<file path="src/verilog/rpc_pkg.sv">
// constants for the reference priority configuration bank
package rpc_pkg;

    // register addresses on the processor port
    localparam logic [7:0] RPC_ADDR_IN34 = 8'h19;
    localparam logic [7:0] RPC_ADDR_IN56 = 8'h1A;
    localparam logic [7:0] RPC_ADDR_SRC_SEL = 8'h4B;

    // field layout
    localparam int RPC_FIELD_W = 4;
    localparam int RPC_HI_LSB = 4;
    localparam int RPC_LO_LSB = 0;
    localparam int RPC_BANK_SEL_BIT = 4;
    localparam int RPC_NUM_IN = 4;
    localparam logic [3:0] RPC_FIRST_IN = 4'h3;
    localparam logic [3:0] RPC_PRIO_OFF = 4'h0;

    // reset values
    localparam logic [7:0] RPC_RST_IN34_MAIN = 8'h54;
    localparam logic [7:0] RPC_RST_IN34_AUX = 8'h00;
    localparam logic [7:0] RPC_RST_IN56_MAIN = 8'h76;
    localparam logic [7:0] RPC_RST_IN56_AUX = 8'h76;
    localparam logic [7:0] RPC_RST_SRC_SEL = 8'h00;

    // bank indices
    localparam int RPC_BANK_MAIN = 0;
    localparam int RPC_BANK_AUX = 1;

endpackage

</file>
<file path="src/verilog/rpc_ranker.sv">
// picks the highest-priority enabled input from a set of priority fields
`timescale 1ns/1ps
module rpc_ranker import rpc_pkg::*; #(
    parameter int NUM_IN = RPC_NUM_IN,
    parameter int FIELD_W = RPC_FIELD_W
) (
    // priority fields, input 0 in the low bits
    input wire logic [NUM_IN*FIELD_W-1:0] prio_i,
    // winner
    output logic [$clog2(NUM_IN)-1:0] best_idx_o,
    output logic best_vld_o
);

    logic [FIELD_W-1:0] best_prio;
    logic [FIELD_W-1:0] cur;

    always_comb begin
        best_prio = '1;
        best_idx_o = '0;
        best_vld_o = 1'b0;
        cur = '0;
        for (int i = 0; i < NUM_IN; i++) begin
            cur = prio_i[i*FIELD_W +: FIELD_W];
            // zero field takes the input out of the running
            if (cur != '0) begin
                // strict less-than: on a tie the lower input keeps the win
                if (!best_vld_o || cur < best_prio) begin
                    best_prio = cur;
                    best_idx_o = i[$clog2(NUM_IN)-1:0];
                    best_vld_o = 1'b1;
                end
            end
        end
    end

endmodule // rpc_ranker

</file>
<file path="src/verilog/rpc_bank.sv">
// reference priority register bank for inputs three to six, two path banks
//
// Function
// - in3/in4 holds input four in [7:4], three in [3:0], both read/write.
// - in5/in6 holds six in [7:4], five in [3:0], resets 0x76 in both banks.
// - a smaller nonzero priority value ranks higher than a larger one.
// - an input whose priority field is zero is excluded from selection.
// - with the path bank select bit at 0, accesses reach the main path copy.
// - with the path bank select bit at 1, accesses reach the aux path copy.
// - the in3/in4 register resets to 0x54 in the main bank, 0x00 in aux.
//
// Added by the designer: the address-and-strobe port.
`timescale 1ns/1ps
module rpc_bank import rpc_pkg::*; #(
    parameter int NUM_IN = RPC_NUM_IN,
    parameter int FIELD_W = RPC_FIELD_W
) (
    // clock and reset
    input wire logic clk_i,
    input wire logic resetn_i,

    // processor register port
    input wire logic [7:0] addr_i,
    input wire logic [7:0] wdata_i,
    input wire logic wr_i,
    input wire logic rd_i,
    output logic [7:0] rdata_o,

    // priority fields per bank, input three in the low nibble
    output logic [NUM_IN*FIELD_W-1:0] main_prio_o,
    output logic [NUM_IN*FIELD_W-1:0] aux_prio_o,

    // per input availability for automatic selection
    output logic [NUM_IN-1:0] main_avail_o,
    output logic [NUM_IN-1:0] aux_avail_o,

    // highest priority input per bank, as input number
    output logic [3:0] main_best_o,
    output logic main_best_vld_o,
    output logic [3:0] aux_best_o,
    output logic aux_best_vld_o,

    // current path bank select
    output logic path_bank_select_o
);

    localparam int IDX_W = $clog2(NUM_IN);

    // register state, indexed by bank
    logic [7:0] in34_ff [2];
    logic [7:0] in56_ff [2];
    logic [7:0] nxt_in34 [2];
    logic [7:0] nxt_in56 [2];
    logic path_bank_select_ff;
    logic nxt_path_bank_select;
    logic [7:0] rdata_ff;
    logic [7:0] nxt_rdata;

    // ranking results
    logic [IDX_W-1:0] main_idx;
    logic main_vld;
    logic [IDX_W-1:0] aux_idx;
    logic aux_vld;
    logic [3:0] main_best_ff;
    logic [3:0] nxt_main_best;
    logic main_best_vld_ff;
    logic nxt_main_best_vld;
    logic [3:0] aux_best_ff;
    logic [3:0] nxt_aux_best;
    logic aux_best_vld_ff;
    logic nxt_aux_best_vld;

    logic bank;

    // read mux shared by the read path
    function automatic logic [7:0] read_word(
        input logic [7:0] a,
        input logic [7:0] r34,
        input logic [7:0] r56,
        input logic sel
    );
        logic [7:0] v;
        v = 8'h00;
        case (a)
            RPC_ADDR_IN34: v = r34;
            RPC_ADDR_IN56: v = r56;
            RPC_ADDR_SRC_SEL: v[RPC_BANK_SEL_BIT] = sel;
            default: v = 8'h00;
        endcase
        return v;
    endfunction

    // pack both registers into one field vector, input three lowest
    function automatic logic [NUM_IN*FIELD_W-1:0] pack_fields(
        input logic [7:0] r34,
        input logic [7:0] r56
    );
        logic [NUM_IN*FIELD_W-1:0] v;
        v = '0;
        v[0*FIELD_W +: FIELD_W] = r34[RPC_LO_LSB +: FIELD_W];
        v[1*FIELD_W +: FIELD_W] = r34[RPC_HI_LSB +: FIELD_W];
        v[2*FIELD_W +: FIELD_W] = r56[RPC_LO_LSB +: FIELD_W];
        v[3*FIELD_W +: FIELD_W] = r56[RPC_HI_LSB +: FIELD_W];
        return v;
    endfunction

    // bank addressed by this cycle's access
    // a select write steers accesses from the next cycle on
    assign bank = path_bank_select_ff;

    // register file next state
    always_comb begin
        for (int b = 0; b < 2; b++) begin
            nxt_in34[b] = in34_ff[b];
            nxt_in56[b] = in56_ff[b];
        end
        nxt_path_bank_select = path_bank_select_ff;
        nxt_rdata = 8'h00;
        if (wr_i) begin
            case (addr_i)
                // only the addressed bank is touched
                RPC_ADDR_IN34: nxt_in34[bank] = wdata_i;
                RPC_ADDR_IN56: nxt_in56[bank] = wdata_i;
                RPC_ADDR_SRC_SEL: begin
                    nxt_path_bank_select = wdata_i[RPC_BANK_SEL_BIT];
                end
                default: begin
                end
            endcase
        end
        // read data valid only the cycle after the strobe
        if (rd_i) begin
            nxt_rdata = read_word(addr_i, in34_ff[bank], in56_ff[bank],
                path_bank_select_ff);
        end
    end

    always_ff @(posedge clk_i) begin
        if (!resetn_i) begin
            in34_ff[RPC_BANK_MAIN] <= RPC_RST_IN34_MAIN;
            in34_ff[RPC_BANK_AUX] <= RPC_RST_IN34_AUX;
            in56_ff[RPC_BANK_MAIN] <= RPC_RST_IN56_MAIN;
            in56_ff[RPC_BANK_AUX] <= RPC_RST_IN56_AUX;
            path_bank_select_ff <= RPC_RST_SRC_SEL[RPC_BANK_SEL_BIT];
            rdata_ff <= 8'h00;
        end else begin
            for (int b = 0; b < 2; b++) begin
                in34_ff[b] <= nxt_in34[b];
                in56_ff[b] <= nxt_in56[b];
            end
            path_bank_select_ff <= nxt_path_bank_select;
            rdata_ff <= nxt_rdata;
        end
    end

    // field views
    assign main_prio_o = pack_fields(in34_ff[RPC_BANK_MAIN],
        in56_ff[RPC_BANK_MAIN]);
    assign aux_prio_o = pack_fields(in34_ff[RPC_BANK_AUX],
        in56_ff[RPC_BANK_AUX]);

    // availability stays combinational: no extra cycle of lag
    genvar gi;
    generate
        for (gi = 0; gi < NUM_IN; gi++) begin : g_avail
            assign main_avail_o[gi] =
                main_prio_o[gi*FIELD_W +: FIELD_W] != RPC_PRIO_OFF;
            assign aux_avail_o[gi] =
                aux_prio_o[gi*FIELD_W +: FIELD_W] != RPC_PRIO_OFF;
        end
    endgenerate

    // one ranker per path bank
    rpc_ranker #(
        .NUM_IN(NUM_IN),
        .FIELD_W(FIELD_W)
    ) u_rank_main (
        .prio_i(main_prio_o),
        .best_idx_o(main_idx),
        .best_vld_o(main_vld)
    );

    rpc_ranker #(
        .NUM_IN(NUM_IN),
        .FIELD_W(FIELD_W)
    ) u_rank_aux (
        .prio_i(aux_prio_o),
        .best_idx_o(aux_idx),
        .best_vld_o(aux_vld)
    );

    // winner registered: one cycle behind the fields, cuts the compare path
    always_comb begin
        nxt_main_best = main_vld ?
            RPC_FIRST_IN + 4'(main_idx) : 4'h0;
        nxt_main_best_vld = main_vld;
        nxt_aux_best = aux_vld ? RPC_FIRST_IN + 4'(aux_idx) : 4'h0;
        nxt_aux_best_vld = aux_vld;
    end

    always_ff @(posedge clk_i) begin
        if (!resetn_i) begin
            main_best_ff <= 4'h0;
            main_best_vld_ff <= 1'b0;
            aux_best_ff <= 4'h0;
            aux_best_vld_ff <= 1'b0;
        end else begin
            main_best_ff <= nxt_main_best;
            main_best_vld_ff <= nxt_main_best_vld;
            aux_best_ff <= nxt_aux_best;
            aux_best_vld_ff <= nxt_aux_best_vld;
        end
    end

    // idle read data is zero, so a wired-or bus mux needs no gating
    assign rdata_o = rdata_ff;
    assign main_best_o = main_best_ff;
    assign main_best_vld_o = main_best_vld_ff;
    assign aux_best_o = aux_best_ff;
    assign aux_best_vld_o = aux_best_vld_ff;
    assign path_bank_select_o = path_bank_select_ff;

endmodule // rpc_bank

</file>
<file path="config.mk">
export PLATFORM = sky130hd
export DESIGN_NAME = rpc_bank
export DESIGN_NICKNAME = d
export VERILOG_FILES = /design/src/verilog/rpc_pkg.sv /design/src/verilog/rpc_ranker.sv /design/src/verilog/rpc_bank.sv
export SDC_FILE = /design/constraint.sdc
export NUM_CORES = 1
export LEC_CHECK = 0
export BUFFER_PORTS_ARGS = -buffer_cell sky130_fd_sc_hd__buf_2
export CORE_MARGIN = 2
export CORE_UTILIZATION = 34
export CTS_CLUSTER_SIZE = 20
export DETAILED_ROUTE_END_ITERATION = 12
export SLEW_MARGIN = 20
export SYNTH_ARGS = -nofsm -noshare
export SYNTH_HDL_FRONTEND = slang
export SYNTH_SLANG_ARGS = --single-unit
</file>
<file path="constraint.sdc">
create_clock -name clk_i -period 7.7 [get_ports clk_i]
set_input_delay 1.54 -clock clk_i [delete_from_list [all_inputs] [get_ports clk_i]]
set_output_delay 1.54 -clock clk_i [all_outputs]
set_load 0.02 [all_outputs]
</file>
==> metrics.md <==
| Metric | Value |
|---|---|
| Status | `complete, no violations` |
| Number of enable flip-flop cells after synthesis | `0` |
| Worst VDD drop | `0.0765 mV` |
| Post-CTS setup buffer count | `0` |
| Clock Sinks | `50` |
| Most frequent CP cell | `ha_1` |
| Ports | `79` |
| Max Cap Viol | `0` |
| Initial antenna violation count | `0` |
| DP Area | `3500 µm²` |
| Met1 track demand over resource | `25.0%` |
| Worst setup EP type | `flop` |
| Final period utilization | `78.5%` |
| Final HPWL DP | `6.69 mm` |
| CP max FO | `8` |
| Number of global-route vias before repair | `2,709` |
| Die area | `9820 µm²` |
| Slowest CP cell | `a2111oi_0` |
| Inserted Clock Buffers | `5` |
| RSZ-0062 raised after global routing | `false` |
| Cells on Worst Hold Path | `2` |
| Vias | `2,894` |
| Fin Setup TNS | `0 ns` |
| Global-route wire length before repair | `14.0 mm` |
| Htree depth | `2` |
| Initial DRC Count | `161` |
| Top FF cell, synth | `dfxtp_1` |
| Crit path largest cell delay | `0.57 ns` |
| Critical Path AT | `6.28 ns` |
| Drt via density | `5.44` |
| Largest net degree at the start of global routing | `38` |
| Core ar. | `8760 µm²` |
| WS Path Type | `flop to flop` |
| CTS root buf | `clkbuf_8` |
| Most Crowded Layer GR | `met2` |
| Mapped cell area | `3070 µm²` |
| Global routing met3 resource utilization | `2.95%` |
| Slew HR | `55.1%` |
| Nets@finish | `459` |
| FP Rows | `34` |
| Number of gates resized after cts | `0` |
| Clock slew at reported path FFs | `0.09 ns` |
| FFs w/ async S/R, synth | `0%` |
| Share of the yosys chip area belonging to registers | `32.6%` |
| Final design utilization | `41.0%` |
| Port buffer count | `76` |
| CP required | `7.94 ns` |
| Unique masters post-synth | `61` |
| Total gr overflow | `0` |
| First-pass iteration count of the detailed router | `5` |
| Hold Fails Final Rpt | `0` |
| Worst slew pin tran | `0.673 ns` |
| Residual DRC | `0` |
| Hold crit path type | `flop to flop` |
| Antenna diodes | `0` |
| CTS Buffer Depth | `2` |
| Die height | `99.1 µm` |
| Final worst slack | `1.65 ns` |
| R2r worst-path depth | `22` |
| Post-Route WL | `8.70 mm` |
| Final number of setup-violating endpoints | `0` |
| Layout cells sized above 1 | `22.6%` |
| Placed cells | `524` |
| CTS Hold Bufs | `0` |
| Starting Density | `35.1%` |
| Syn Area/Cell | `8.71 µm²` |
| Place WS | `1.77 ns` |
| Post-route cell area | `3590 µm²` |
| Post-route ant nets | `0` |
| Period minus WS final | `6.05 ns` |
| GPL Wtd Cong | `0.901` |
| Die Wd | `99.1 µm` |
| Commonest non-fill, non-tap cells in the layout | `76 x buf_2, 50 x dfxtp_1, 39 x nand2_1, 32 x mux2i_1, 23 x nor2b_1` |
| Leak | `1.57 nW` |
| Clock latency on the worst-skew pair | `0.30 ns` |
| Overall Power | `0.449 mW` |
| CP Cell Sequence | `nor4_4 -> nor2_1 -> ha_1 -> inv_1 -> a2111oi_2 -> o21ai_1 -> a222oi_1 -> ha_1 -> a21o_1 -> a211o_1 -> a21o_1 -> a31o_1 -> mux2_1 -> ha_1 -> a2111oi_0 -> nand2_1 -> o221ai_1 -> nand2_1 -> o21ai_1 -> nor2_1 -> ha_1 -> nor2_1` |
| Setup Skew | `0.00672 ns` |
| Area Overhead vs Synth | `16.8%` |
| F_max | `165 MHz` |
| Hold_ws | `0.548 ns` |
| GRT Total Usage | `17.6%` |
| Syn Inst Count | `353` |
| CTS tree | `built` |
| Most common cell after layout, fill and taps aside | `buf_2` |
| Met2 usage | `27.4%` |
| YS warnings | `0` |
| DR WL/cell | `16.3 µm` |
| Power Density | `125 nW/µm²` |
| Finished Layout Cells | `532` |
| Synthesized flop and latch total | `50` |
| Final count of pins violating max slew | `0` |
| CP Launch Type | `flop` |
-- layer usage --
metal / part of all wire, % / vias to the layer above
li1: - / 1425
met1: 47 / 1366
met2: 46 / 92
met3: 6.3 / 11
met4: 1.4 / 0
met5: 0 / -
-- worst paths after layout --
kind                            from        endpoint  slack (ns)
hold / removal    path_bank_select_o      rdata_o[4]        0.55
setup reg to reg       in34_ff[0][0]  main_best_o[1]        1.65
setup / recovery       in34_ff[0][0]  main_best_o[1]        1.65
hold reg to reg   path_bank_select_o      rdata_o[4]        0.55
-- cell families (layout without fill, tap and decap cells) --
group | Yosys count | count (layout) | share of synthesized area, %
adder cells (fa/ha/maj) | 16 | 16 | 6.51
AO/OA/AOI/OAI | 84 | 84 | 20.1
flip-flops | 50 | 50 | 32.6
multiplexers | 34 | 34 | 11.3
buffers and inverters | 34 | 104 | 5.45
other | 1 | 2 | 0.122
AND/OR/NAND/NOR | 134 | 134 | 24.0
-- cell usage after synthesis, types with 6 or more instances --
cell type  instances  area (µm²)
o21ai_0           10        50.1
ha_1              16         200
nand2_1           39         146
nor2b_1           23         144
clkbuf_1           7        26.3
a21oi_1           17        85.1
mux2i_1           32         320
dfxtp_1           50        1000
nor2_1            22        82.6
inv_1             19        71.3
nor3_1             6        30.0
nand3_1           16        80.1
a21o_1             6        45.0
a221oi_1           6        52.6
-- flip-flops by register name, summed over array words and instances (netlist names), named ones only --
name,flops
path_bank_select_o,1
aux_best_vld_o,1
in34_ff,16
rdata_o,8
aux_best_o,3
in56_ff,16
main_best_o,3
main_best_vld_o,1
-- worst max-delay path, delay by kind of cell, from the launching register on --
family                     cells  cell delay, ns
DFF                            1            0.41
muxes                          1            0.33
adders and majority gates      4            1.20
and+or+nand+nor                6            0.96
buffers and inverters          1            0.08
AOI/OAI and AO/OA             10            3.00
-- final cells by class --
type                            count  area [µm²]
Fill cell                         953        5170
Multi-Input combinational cell    270        1910
Sequential cell                    50        1000
Timing Repair Buffer               76         380
Tap cell                          108         135
Clock buffer                        7        86.3
Inverter                           20        75.1
Clock inverter                      1        5.00
-- where the power goes --
part	switching [mW]	leakage [nW]	internal, mW
Sequential	0.000688	0.405	0.261
Combinational	0.0181	1.12	0.0108
Clock	0.0856	0.0482	0.0727
Total	0.104	1.57	0.344
Note: power is estimated with default switching activity, not from simulation.
